<file path="src/hw/swap_dither_pkg.sv">
// Purpose: shared constants of the swap, dither and trim register bank
// Assumes: 32-bit APB, 8-bit registers in the low byte of each word
// Notes:   byte address is four times the register index

package swap_dither_pkg;

    // bus shape
    localparam int ADDR_W = 12;
    localparam int DATA_W = 32;
    localparam int REG_W  = 8;

    // register indices
    localparam logic [9:0] IDX_TRIM_D    = 10'h081;
    localparam logic [9:0] IDX_OVERLAP   = 10'h09a;
    localparam logic [9:0] IDX_STEER     = 10'h09b;
    localparam logic [9:0] IDX_DITHER    = 10'h09d;
    localparam logic [9:0] IDX_SWAP_CTRL = 10'h0a0;
    localparam logic [9:0] IDX_SWAP_STAT = 10'h0a1;

    // byte addresses
    localparam logic [ADDR_W-1:0] ADDR_TRIM_D    = {IDX_TRIM_D, 2'b00};
    localparam logic [ADDR_W-1:0] ADDR_OVERLAP   = {IDX_OVERLAP, 2'b00};
    localparam logic [ADDR_W-1:0] ADDR_STEER     = {IDX_STEER, 2'b00};
    localparam logic [ADDR_W-1:0] ADDR_DITHER    = {IDX_DITHER, 2'b00};
    localparam logic [ADDR_W-1:0] ADDR_SWAP_CTRL = {IDX_SWAP_CTRL, 2'b00};
    localparam logic [ADDR_W-1:0] ADDR_SWAP_STAT = {IDX_SWAP_STAT, 2'b00};

    // field widths and reset values
    localparam int         DLY_W       = 5;
    localparam int         DITH_W      = 3;
    localparam logic [7:0] RST_TRIM_D  = 8'h00;
    localparam logic [4:0] RST_OVERLAP = 5'h08;
    localparam logic [4:0] RST_STEER   = 5'h07;
    localparam logic [2:0] RST_DITHER  = 3'h0;

    // bit positions
    localparam int DITH_EN_BIT    = 0;
    localparam int DITH_AMP_BIT   = 1;
    localparam int DITH_RND_BIT   = 2;
    localparam int CTRL_CAL_BIT   = 0;
    localparam int CTRL_GO_BIT    = 1;
    localparam int STAT_BUSY_BIT  = 0;
    localparam int STAT_OVL_BIT   = 1;
    localparam int STAT_STEER_BIT = 2;
    localparam int STAT_CORE_BIT  = 3;

    // swap timing in core clock cycles
    localparam int         CNT_W        = 7;
    localparam logic [6:0] OVERLAP_BASE = 7'h04;

endpackage : swap_dither_pkg

</file>
<file path="src/hw/swap_dither_trim_regs.sv">
// Purpose: APB register bank for input trim, core swap timing and dither
// Assumes: fuse trim input is static and on the core clock
// Notes:   one wait-free access phase per transfer; outputs all registered

`timescale 1ns/1ns

// Functional notes
// - 8-bit trim for input d, loaded from fuse after reset, read and writable.
// - swap overlap lasts four plus twice the 5-bit overlap field, default eight.
// - overlap field accepts every value from 0 to 31.
// - steering select is delayed by the 5-bit steer field, default seven.
// - steering delay applies only during a swap, never in normal running.
// - steer field accepts every value from 0 to 31.
// - dither bit 0 enables dither injection.
// - dither bit 1 picks large amplitude, zero picks small.
// - dither bit 2 sends rounding error to offset and spurs, zero to noise.
module swap_dither_trim_regs (
    // clock and reset
    input  wire logic                                core_clk_i,
    input  wire logic                                reset_i,
    // apb slave
    input  wire logic                                psel_i,
    input  wire logic                                penable_i,
    input  wire logic                                pwrite_i,
    input  wire logic [swap_dither_pkg::ADDR_W-1:0]  paddr_i,
    input  wire logic [swap_dither_pkg::DATA_W-1:0]  pwdata_i,
    input  wire logic [3:0]                          pstrb_i,
    output logic      [swap_dither_pkg::DATA_W-1:0]  prdata_o,
    output logic                                     pready_o,
    output logic                                     pslverr_o,
    // fuse and swap request
    input  wire logic [7:0]                          fuse_trim_d_i,
    input  wire logic                                swap_req_i,
    // converter controls
    output logic      [7:0]                          trim_d_o,
    output logic                                     cal_enable_o,
    output logic                                     dither_enable_o,
    output logic                                     dither_large_o,
    output logic                                     dither_round_dc_o,
    output logic                                     overlap_o,
    output logic                                     steer_sel_o,
    output logic                                     active_core_o,
    output logic                                     swap_busy_o
);

    typedef enum logic [0:0] {
        SWAP_IDLE,
        SWAP_RUN
    } swap_state_type;

    // bus state
    logic [swap_dither_pkg::DATA_W-1:0] prdata_nxt;
    logic                               pready_nxt;
    logic                               pslverr_nxt;

    // register state
    logic [7:0] trim_nxt;
    logic [4:0] overlap_r;
    logic [4:0] overlap_nxt;
    logic [4:0] steer_r;
    logic [4:0] steer_nxt;
    logic [2:0] dither_r;
    logic [2:0] dither_nxt;
    logic       cal_nxt;
    logic       load_pend_r;
    logic       load_pend_nxt;

    // swap state
    swap_state_type state_r;
    swap_state_type state_nxt;
    logic           target_r;
    logic           target_nxt;
    logic           core_nxt;
    logic           steer_sel_nxt;
    logic           overlap_nxt_o;
    logic           busy_nxt;
    logic           req_d_r;

    // strobes
    logic       req_s;
    logic       setup_c;
    logic       done_c;
    logic       wr_c;
    logic       go_c;
    logic       start_c;
    logic       ov_active;
    logic       dl_active;
    logic [6:0] ov_len_c;
    logic [6:0] dl_len_c;

    function automatic logic addr_mapped(input logic [swap_dither_pkg::ADDR_W-1:0] a);
        return (a == swap_dither_pkg::ADDR_TRIM_D)
            || (a == swap_dither_pkg::ADDR_OVERLAP)
            || (a == swap_dither_pkg::ADDR_STEER)
            || (a == swap_dither_pkg::ADDR_DITHER)
            || (a == swap_dither_pkg::ADDR_SWAP_CTRL)
            || (a == swap_dither_pkg::ADDR_SWAP_STAT);
    endfunction : addr_mapped

    function automatic logic wr_hit(input logic                               w,
                                    input logic [swap_dither_pkg::ADDR_W-1:0] a,
                                    input logic [swap_dither_pkg::ADDR_W-1:0] target);
        return w && (a == target);
    endfunction : wr_hit

    // swap request from the calibration sequencer runs on another clock
    pin_sync2 u_req_sync (
        .core_clk_i (core_clk_i),
        .reset_i    (reset_i),
        .async_i    (swap_req_i),
        .sync_o     (req_s)
    );

    assign setup_c = psel_i & ~penable_i;
    assign done_c  = psel_i & penable_i & pready_o;
    // a narrow write without lane 0 changes nothing
    assign wr_c    = done_c & pwrite_i & pstrb_i[0] & ~pslverr_o;
    assign go_c    = wr_hit(wr_c, paddr_i, swap_dither_pkg::ADDR_SWAP_CTRL)
                     & pwdata_i[swap_dither_pkg::CTRL_GO_BIT];
    // a request while a swap runs is dropped, not queued
    assign start_c = (state_r == SWAP_IDLE) & cal_enable_o & ((req_s & ~req_d_r) | go_c);

    // bus answer: data and error latched in setup, ready in access
    always_comb begin
        prdata_nxt  = prdata_o;
        pslverr_nxt = pslverr_o;
        pready_nxt  = 1'b0;
        if (setup_c) begin
            pready_nxt  = 1'b1;
            pslverr_nxt = ~addr_mapped(paddr_i);
            prdata_nxt  = '0;
            unique case (paddr_i)
                swap_dither_pkg::ADDR_TRIM_D:    prdata_nxt[7:0] = trim_d_o;
                swap_dither_pkg::ADDR_OVERLAP:   prdata_nxt[4:0] = overlap_r;
                swap_dither_pkg::ADDR_STEER:     prdata_nxt[4:0] = steer_r;
                swap_dither_pkg::ADDR_DITHER:    prdata_nxt[2:0] = dither_r;
                swap_dither_pkg::ADDR_SWAP_CTRL: begin
                    prdata_nxt[swap_dither_pkg::CTRL_CAL_BIT] = cal_enable_o;
                end
                swap_dither_pkg::ADDR_SWAP_STAT: begin
                    prdata_nxt[swap_dither_pkg::STAT_BUSY_BIT]  = swap_busy_o;
                    prdata_nxt[swap_dither_pkg::STAT_OVL_BIT]   = overlap_o;
                    prdata_nxt[swap_dither_pkg::STAT_STEER_BIT] = steer_sel_o;
                    prdata_nxt[swap_dither_pkg::STAT_CORE_BIT]  = active_core_o;
                end
                default: prdata_nxt = '0;
            endcase
        end
    end

    always_ff @(posedge core_clk_i or posedge reset_i) begin
        if (reset_i) begin
            prdata_o  <= '0;
            pready_o  <= 1'b0;
            pslverr_o <= 1'b0;
        end else begin
            prdata_o  <= prdata_nxt;
            pready_o  <= pready_nxt;
            pslverr_o <= pslverr_nxt;
        end
    end

    // registers; reserved bits are not stored and read as zero
    always_comb begin
        trim_nxt      = trim_d_o;
        overlap_nxt   = overlap_r;
        steer_nxt     = steer_r;
        dither_nxt    = dither_r;
        cal_nxt       = cal_enable_o;
        load_pend_nxt = 1'b0;
        if (load_pend_r) begin
            trim_nxt = fuse_trim_d_i;
        end
        if (wr_hit(wr_c, paddr_i, swap_dither_pkg::ADDR_TRIM_D)) begin
            trim_nxt = pwdata_i[7:0];
        end
        // full 5-bit range taken, no clamp; host
        if (wr_hit(wr_c, paddr_i, swap_dither_pkg::ADDR_OVERLAP)) begin
            overlap_nxt = pwdata_i[4:0];
        end
        if (wr_hit(wr_c, paddr_i, swap_dither_pkg::ADDR_STEER)) begin
            steer_nxt = pwdata_i[4:0];
        end
        if (wr_hit(wr_c, paddr_i, swap_dither_pkg::ADDR_DITHER)) begin
            dither_nxt = pwdata_i[2:0];
        end
        if (wr_hit(wr_c, paddr_i, swap_dither_pkg::ADDR_SWAP_CTRL)) begin
            cal_nxt = pwdata_i[swap_dither_pkg::CTRL_CAL_BIT];
        end
    end

    always_ff @(posedge core_clk_i or posedge reset_i) begin
        if (reset_i) begin
            trim_d_o     <= swap_dither_pkg::RST_TRIM_D;
            overlap_r    <= swap_dither_pkg::RST_OVERLAP;
            steer_r      <= swap_dither_pkg::RST_STEER;
            dither_r     <= swap_dither_pkg::RST_DITHER;
            cal_enable_o <= 1'b0;
            load_pend_r  <= 1'b1;
        end else begin
            trim_d_o     <= trim_nxt;
            overlap_r    <= overlap_nxt;
            steer_r      <= steer_nxt;
            dither_r     <= dither_nxt;
            cal_enable_o <= cal_nxt;
            load_pend_r  <= load_pend_nxt;
        end
    end

    assign dither_enable_o   = dither_r[swap_dither_pkg::DITH_EN_BIT];
    assign dither_large_o    = dither_r[swap_dither_pkg::DITH_AMP_BIT];
    assign dither_round_dc_o = dither_r[swap_dither_pkg::DITH_RND_BIT];

    // swap timers
    assign ov_len_c = swap_dither_pkg::OVERLAP_BASE + {1'b0, overlap_r, 1'b0};
    assign dl_len_c = {2'b00, steer_r};

    swap_timer #(
        .WIDTH (swap_dither_pkg::CNT_W)
    ) u_overlap_timer (
        .core_clk_i (core_clk_i),
        .reset_i    (reset_i),
        .load_i     (start_c),
        .value_i    (ov_len_c),
        .active_o   (ov_active)
    );

    swap_timer #(
        .WIDTH (swap_dither_pkg::CNT_W)
    ) u_steer_timer (
        .core_clk_i (core_clk_i),
        .reset_i    (reset_i),
        .load_i     (start_c),
        .value_i    (dl_len_c),
        .active_o   (dl_active)
    );

    // swap sequencer
    always_comb begin
        state_nxt     = state_r;
        target_nxt    = target_r;
        core_nxt      = active_core_o;
        steer_sel_nxt = steer_sel_o;
        overlap_nxt_o = ov_active;
        unique case (state_r)
            SWAP_IDLE: begin
                steer_sel_nxt = active_core_o;
                if (start_c) begin
                    state_nxt  = SWAP_RUN;
                    target_nxt = ~active_core_o;
                end
            end
            SWAP_RUN: begin
                if (!dl_active) begin
                    steer_sel_nxt = target_r;
                end
                if (!ov_active && !dl_active && (steer_sel_o == target_r)) begin
                    state_nxt = SWAP_IDLE;
                    core_nxt  = target_r;
                end
            end
        endcase
        busy_nxt = (state_nxt == SWAP_RUN);
    end

    always_ff @(posedge core_clk_i or posedge reset_i) begin
        if (reset_i) begin
            state_r       <= SWAP_IDLE;
            target_r      <= 1'b0;
            active_core_o <= 1'b0;
            steer_sel_o   <= 1'b0;
            overlap_o     <= 1'b0;
            swap_busy_o   <= 1'b0;
            req_d_r       <= 1'b0;
        end else begin
            state_r       <= state_nxt;
            target_r      <= target_nxt;
            active_core_o <= core_nxt;
            steer_sel_o   <= steer_sel_nxt;
            overlap_o     <= overlap_nxt_o;
            swap_busy_o   <= busy_nxt;
            req_d_r       <= req_s;
        end
    end

    logic [6:0] ov_len_h;
    logic [7:0] since_h;
    logic [4:0] ov_exp_h;
    logic [4:0] dl_exp_h;

    always_ff @(posedge core_clk_i or posedge reset_i) begin
        if (reset_i) begin
            ov_len_h <= '0;
            since_h  <= '0;
            ov_exp_h <= '0;
            dl_exp_h <= '0;
        end else begin
            if (overlap_nxt_o) begin
                ov_len_h <= overlap_o ? ov_len_h + 7'h01 : 7'h01;
            end
            if (overlap_nxt_o && !overlap_o) begin
                since_h <= '0;
            end else if (since_h != 8'hff) begin
                since_h <= since_h + 8'h01;
            end
            if (start_c) begin
                ov_exp_h <= overlap_r;
                dl_exp_h <= steer_r;
            end
        end
    end
endmodule : swap_dither_trim_regs

</file>
<file path="src/hw/pin_sync2.sv">
// Purpose: two-flop synchroniser for one level from outside the clock domain
// Assumes: input is a slow level
// Notes:   first flop feeds only the second

`timescale 1ns/1ns

module pin_sync2 (
    // clock and reset
    input  wire logic core_clk_i,
    input  wire logic reset_i,
    // level
    input  wire logic async_i,
    output logic      sync_o
);

    logic meta_r;
    logic meta_nxt;
    logic sync_nxt;

    always_comb begin
        meta_nxt = async_i;
        sync_nxt = meta_r;
    end

    always_ff @(posedge core_clk_i or posedge reset_i) begin
        if (reset_i) begin
            meta_r <= 1'b0;
            sync_o <= 1'b0;
        end else begin
            meta_r <= meta_nxt;
            sync_o <= sync_nxt;
        end
    end

endmodule : pin_sync2

</file>
<file path="src/hw/swap_timer.sv">
// Purpose: loadable down counter that marks a span of core clock cycles
// Assumes: load wins over counting
// Notes:   active while the count is not zero, so a load of n gives n cycles

`timescale 1ns/1ns

module swap_timer #(
    parameter int WIDTH = 7
) (
    // clock and reset
    input  wire logic             core_clk_i,
    input  wire logic             reset_i,
    // control
    input  wire logic             load_i,
    input  wire logic [WIDTH-1:0] value_i,
    output logic                  active_o
);

    logic [WIDTH-1:0] cnt_r;
    logic [WIDTH-1:0] cnt_nxt;

    always_comb begin
        cnt_nxt = cnt_r;
        if (load_i) begin
            cnt_nxt = value_i;
        end else if (cnt_r != '0) begin
            cnt_nxt = cnt_r - WIDTH'(1);
        end
    end

    always_ff @(posedge core_clk_i or posedge reset_i) begin
        if (reset_i) begin
            cnt_r <= '0;
        end else begin
            cnt_r <= cnt_nxt;
        end
    end

    assign active_o = (cnt_r != '0);

endmodule : swap_timer

</file>
<file path="config.mk">
export PLATFORM = sky130hd
export DESIGN_NAME = swap_dither_trim_regs
export DESIGN_NICKNAME = d
export VERILOG_FILES = /design/src/hw/swap_dither_pkg.sv /design/src/hw/swap_dither_trim_regs.sv /design/src/hw/pin_sync2.sv /design/src/hw/swap_timer.sv
export SDC_FILE = /design/constraint.sdc
export NUM_CORES = 1
export LEC_CHECK = 0
export ABC_AREA = 1
export BUFFER_PORTS_ARGS = -buffer_cell sky130_fd_sc_hd__buf_2
export CAP_MARGIN = 25
export CORE_MARGIN = 5
export CORE_UTILIZATION = 45
export DETAILED_ROUTE_END_ITERATION = 10
export GPL_TIMING_DRIVEN = 1
export PLACE_DENSITY = 0.76
export REMOVE_ABC_BUFFERS = 1
export SLEW_MARGIN = 15
export SYNTH_ARGS = -nofsm -noshare
export SYNTH_HDL_FRONTEND = slang
export SYNTH_SLANG_ARGS = --single-unit
</file>
<file path="constraint.sdc">
create_clock -name core_clk_i -period 1.66 [get_ports core_clk_i]
set_clock_uncertainty 0.1 [all_clocks]
set_input_delay 0.083 -clock core_clk_i [delete_from_list [all_inputs] [get_ports core_clk_i]]
set_output_delay 0.083 -clock core_clk_i [all_outputs]
set_load 0.01 [all_outputs]
</file>
==> results of run 1 <==
[routing by layer]
metal / part of all wire [%] / global-route usage [%]
met2: 49 / 31.4
met3: 5.8 / 3.21
met4: 1.7 / 6.50
met5: 0 / 0
met1: 44 / 23.6
[through the flow]
stage / instance area [um2] / utilization [%]
2_1_floorplan: 3010 / -
5_1_grt: 4010 / 59.0
4_1_cts: 3880 / 57.1
3_3_place_gp: 3620 / 53.3
6_report: 4010 / 59.0
3_5_place_dp: 3620 / 53.3
[kinds of logic after synthesis]
family          Yosys count
xor+xnor                 11
flops                    55
simple gates            203
fa+ha+maj                 5
buf+inv                  68
other cells               1
compound gates           40
[final cells by class]
| type | count | share of cell area (%) |
|---|---|---|
| Inverter | 39 | 3.66 |
| Multi-Input combinational cell | 286 | 39.4 |
| Sequential cell | 55 | 34.5 |
| Timing Repair Buffer | 103 | 17.0 |
| Tap cell | 96 | 3.00 |
| Clock buffer | 5 | 1.72 |
| Clock inverter | 3 | 0.656 |
[state kept, by name (all words and copies together) (netlist names)]
register,flops
pready_o,1
dither_r,3
trim_d_o,8
overlap_o,1
u_steer_timer.cnt_r,7
load_pend_r,1
cal_enable_o,1
active_core_o,1
u_req_sync.meta_r,1
pslverr_o,1
steer_sel_o,1
u_req_sync.sync_o,1
u_overlap_timer.cnt_r,7
req_d_r,1
state_r,1
steer_r,5
target_r,1
prdata_o,8
overlap_r,5
[cells in the mapped netlist (all sizes together)]
| library cell | instances | area [um2] |
|---|---|---|
| conb | 1 | 3.75 |
| or2 | 2 | 12.5 |
| nor3 | 11 | 76.3 |
| o22ai | 1 | 6.26 |
| nor3b | 1 | 7.51 |
| ha | 5 | 62.6 |
| a21boi | 1 | 11.3 |
| nand3 | 53 | 288 |
| xor2 | 7 | 61.3 |
| a32o | 3 | 30.0 |
| dfrtp | 50 | 1250 |
| nor2 | 34 | 148 |
| xnor2 | 4 | 35.0 |
| a21oi | 4 | 20.0 |
| clkbuf | 1 | 13.8 |
| dfstp | 5 | 131 |
| nand2 | 94 | 365 |
| nand4 | 3 | 25.0 |
| o21ai | 26 | 138 |
| and2 | 1 | 6.26 |
| nand3b | 3 | 22.5 |
| o211ai | 5 | 62.6 |
| nor4 | 1 | 6.26 |
| inv | 39 | 146 |
| buf | 28 | 219 |
[power groups by stage]
stage / Sequential (mW) / Clock [mW] / Combinational (mW)
2_1_floorplan: 1.43 / 0 / 0.120
3_3_place_gp: 1.42 / 0 / 0.247
3_5_place_dp: 1.42 / 0 / 0.255
4_1_cts: 1.40 / 0.820 / 0.284
5_1_grt: 1.40 / 0.875 / 0.324
6_report: 1.40 / 0.811 / 0.291
[worst max path at each step]
stage                                  start                        to  depth (start not counted)
floorplan                          pslverr_o  u_overlap_timer.cnt_r[4]                          8
global placement    u_overlap_timer.cnt_r[3]  u_overlap_timer.cnt_r[4]                          7
detailed placement  u_overlap_timer.cnt_r[3]  u_overlap_timer.cnt_r[4]                          7
CTS                                pslverr_o  u_overlap_timer.cnt_r[5]                         10
global route                        pready_o    u_steer_timer.cnt_r[0]                         11
finish              u_overlap_timer.cnt_r[0]             active_core_o                          8
[critical path: cells and delay by family (launching register included)]
family,cells,cell delay [ns]
compound gates,1,0.08
fa+ha+maj,1,0.14
simple gates,4,0.45
buf+inv,2,0.27
flops,1,0.41
[timing repair]
item,4_1_cts,5_1_grt
pin swaps,0,2
buffers inserted,0,4
gates cloned,0,2
hold endpoints to repair,31,0
resized for setup,1,17
hold buffers,16,0
setup endpoints to repair,1,24
[cells in the final DEF, fill, tap and decap left out, types with 4 or more instances in the layout]
cell and n:
nor2_1 29, dlygate4sd3_1 16, a21oi_1 4, nand2_2 4, inv_1 35, xnor2_1 4, nand2_1 88, clkbuf_8 5
ha_1 4, o211ai_2 5, buf_2 59, dfrtp_1 50, conb_1 25, nand3_1 49, o21ai_0 24, inv_2 4
nor3_1 7, dfstp_2 5, xor2_1 7, buf_4 26
==> flow_summary.toml, run 1 <==
[outcome]
run_status = "complete, no violations"

[clock_tree]
clkTransAtPathRegs_ns = 0.11
htree_levels = 2
cts_tree = "yes"
clock-sinks = 55
cts_buffers = 5
root_buffer = "clkbuf_8"
clock_latency_ns = 0.33
cts_buffer_depth = 2

[place]
hpwl_mm = 5.92
port_buffers = 60
gp_congestion = 0.863
pre_cts_ws_ns = 0.0249
place_inst = 558

[setup_path]
cp_max_fo = 4
critical_path_required_ns = 1.77
crit_path_end_kind = "flop"
r2r_cells = 8
crit_type = "flop to flop"
crit_chain = "inv_2, ha_4, nand2_1, nor4_1, buf_4, nand3_1, nor2_1, o21ai_0"
critPathMaxStageDelay_ns = 0.41
rrSetupSlack_ns = 0.10
slowest_stage = "dfrtp_1"
arrival_ns = 1.67
reg2reg_to = "active_core_o"
r2r_start = "u_overlap_timer.cnt_r[0]"
start_kind = "flop"

[layout]
area_growth_pct = 27.2
drive_gt1_share_pct = 28.1
layout.nets = 557
diodes = 0
register_area_mm2 = 0.00138
multi_input_area_mm2 = 0.00158
fill_cells = 588
stdcell_count = 587

[power_and_ir_drop]
swShare_pct = 27.9
p_seq_share_pct = 55.9
power.total_mw = 2.50
peakVddDrop_v = 0.000382
power_switching_uw = 698
combPwrFrac_pct = 11.6
p_int_mw = 1.80
clkPwrFrac_pct = 32.5
p_leak_nw = 2.07
cellPowerDensity_mw_per_mm2 = 624

[drt]
vias = 2861
ant_nets = 0
drtPass1Iterations = 5
drc = 0
routed_wl_mm = 7.93
wl_per_cell_um = 13.5
drt_iter0_drc = 98
routed_via_density = 4.87

[logic_synthesis]
synthXorXnorAreaFrac_pct = 3.06
ys_seq_area_share_pct = 43.9
ys_ff_latch = 55
synth-adder-area-share_pct = 1.99
synth_top_family_by_area = "simple AND/OR/NAND/NOR gates"
yosysUniqueCellTypes = 36
syn_area_per_cell_um2 = 8.22
yosys_warnings = 0
synth.area.mux_share_pct = 0
syn_area_mm2 = 0.00315
synth_compound_area_share_pct = 8.50
synthCells = 383
synth-simple-area-share_pct = 30.4

[floorplan]
start_util_pct = 46.4
rows = 30
fp.dieH_um = 93.7
io-pin-count = 112
die_w_um = 93.7
die-area_mm2 = 0.00877
core-area_mm2 = 0.00679

[hold_path]
min-delay-start = "pwdata_i[2]"
hold_end = "steer_r[2]"
hold_path.class = "primary input to flop"
hold_path_depth = 3

[sta]
final.setup.tns_ns = 0
period_share_pct = 93.9
slew_headroom_pct = 61.3
fmax_ghz = 0.642
worst_pin_slew_ns = 0.580
hold_viol_final = 0
hold_ws_ns = 0.0147
setup_violations = 0
fin_ws_ns = 0.102
finalMaxSlewViolations = 0
fin_crit_ns = 1.56

[global_routing]
grt_first_pass_wirelength_mm = 12.9
first_global_vias = 2850
grt-ovfl-total = 0
grt_max_degree = 27
antenna_found_initial = 0
grt.total_usage_pct = 18.4

[flow_run]
drv_cap = 0
(Power assumes the default switching activity.)
==> inputs of run 2 (changes only) <==
Settings changed: CORE_UTILIZATION 45 to 50, PLACE_DENSITY 0.76 to 0.8.
Clock period 1.66 ns to 1.6 ns, I/O delays scaled along.
==> flow_summary.toml, run 2 (synthesis results as in run 1) <==
[setup_path]
critical_path_required_ns = 1.71
critPathMaxStageDelay_ns = 0.40
crit_path_end_kind = "flop"
crit_buf_inv = 3
crit_chain = "inv_2, ha_4, nand2_2, nor4_2, buf_4, buf_6, or2_4, nand2_2, nand2_1, nand2_1"
slowest_stage = "dfrtp_1"
r2r_start = "u_overlap_timer.cnt_r[1]"
crit_type = "flop to flop"
arrival_ns = 1.75
worstSetupStartpoint = "u_overlap_timer.cnt_r[1]"
start_kind = "flop"
cp_max_fo = 3
cp_top_family = "simple AND/OR/NAND/NOR gates"

[sta]
period_share_pct = 103
final.setup.tns_ns = -0.0806
fmax_ghz = 0.609
rsz0062_at_grt = "yes"
hold_ws_ns = 0.0317
fin_ws_ns = -0.0428
fin_crit_ns = 1.64
hold_viol_final = 0
finalMaxSlewViolations = 0
setup_violations = 2

[place]
place_inst = 547
gp_congestion = 0.818
post_dp_cell_area_mm2 = 0.00366
hpwl_mm = 5.75
port_buffers = 60
pre_cts_ws_ns = -0.0403

[layout]
post-route-cell-area_mm2 = 0.00401
drive_gt1_share_pct = 29.6
diodes = 0
layout_common_cells = "nand2_1 (87), buf_2 (60), dfrtp_1 (50), nand3_1 (48), inv_1 (35)"
area_growth_pct = 27.3
final_common_cell = "nand2_1"
fill_cells = 507
stdcell_count = 573
largest_registers = "prdata_o: 8 flops, trim_d_o: 8 flops"
layout.nets = 562
utilization_pct = 64.3

[global_routing]
first_global_vias = 2923
grt_max_degree = 56
grt.total_usage_pct = 21.1
antenna_found_initial = 0
grt-ovfl-total = 0
grt_first_pass_wirelength_mm = 13.1

[power_and_ir_drop]
p_leak_nw = 2.09
power.total_mw = 2.54
cellPowerDensity_mw_per_mm2 = 634
peakVddDrop_v = 0.000485

[drt]
wl_met1_mm = 3.28
vias = 2936
top_layer = "met4"
ant_nets = 0
routed_via_density = 5.12
routed_wl_mm = 8.03
drtPass1Iterations = 4
wl_met3_um = 599
dr_wl_met2_mm = 3.91
drc = 0
wl_per_cell_um = 14.0
drt_iter0_drc = 185

[floorplan]
rows = 29
die_w_um = 89.4
start_util_pct = 50.5
die-area_mm2 = 0.00799
core-area_mm2 = 0.00624
fp.dieH_um = 89.4
io-pin-count = 112

[clock_tree]
htree_levels = 2
cts_buffer_depth = 2
clock-sinks = 55
clock_latency_ns = 0.31
cts_buffers = 5
clkTransAtPathRegs_ns = 0.10
root_buffer = "clkbuf_8"
cts_tree = "yes"

[hold_path]
hold_path.class = "primary input to flop"
min-delay-start = "pwdata_i[2]"

[outcome]
run_status = "finished, violations left"
violations = "negative setup slack"

[flow_run]
drv_cap = 0
-- run 2: path summary, 6_finish.rpt --
check,cells after the start,to,slack (ns)
max,10,u_overlap_timer.cnt_r[1],-0.04
min,3,trim_d_o[2],0.03
max reg2reg,10,u_overlap_timer.cnt_r[1],-0.04
min reg2reg,0,u_req_sync.sync_o,0.26
max in group asynchronous,4,overlap_r[3],0.85
min in group asynchronous,4,u_overlap_timer.cnt_r[6],0.26
-- run 2: cell type report --
type | count | area, um2 | share of cell area, %
multi-input combinational | 285 | 1570 | 39.0
tap | 77 | 96.3 | 2.40
clock buffer | 7 | 86.3 | 2.15
inverter | 39 | 146 | 3.65
timing repair buffer | 109 | 728 | 18.2
clock inverter | 1 | 5.00 | 0.125
sequential | 55 | 1380 | 34.5
-- run 2: tightest hold or removal path: stages --
cell	delay, ns
buf_2	0.07
inv_1	0.09
o211ai_2	0.17
-- run 2: where the power goes --
| group | total [mW] | internal (mW) | switching [mW] |
|---|---|---|---|
| sequential | 1.45 | 1.42 | 0.0270 |
| combinational | 0.295 | 0.119 | 0.175 |
| clock | 0.799 | 0.351 | 0.448 |
-- run 2: repair_timing --
| action | CTS | global route |
|---|---|---|
| hold buffers | 16 | 0 |
| resized for setup | 5 | 18 |
| hold endpoints to repair | 68 | 0 |
| cloned | 0 | 1 |
| pin swaps | 0 | 4 |
| setup buffers | 0 | 1 |
| endpoints found under the setup margin | 6 | 23 |
-- run 2: metal layers --
layer / up-vias / GRT usage, %
li1: 1425 / -
met1: 1370 / 26.9
met3: 24 / 5.16
met5: - / 0
met2: 117 / 34.1
met4: 0 / 8.93
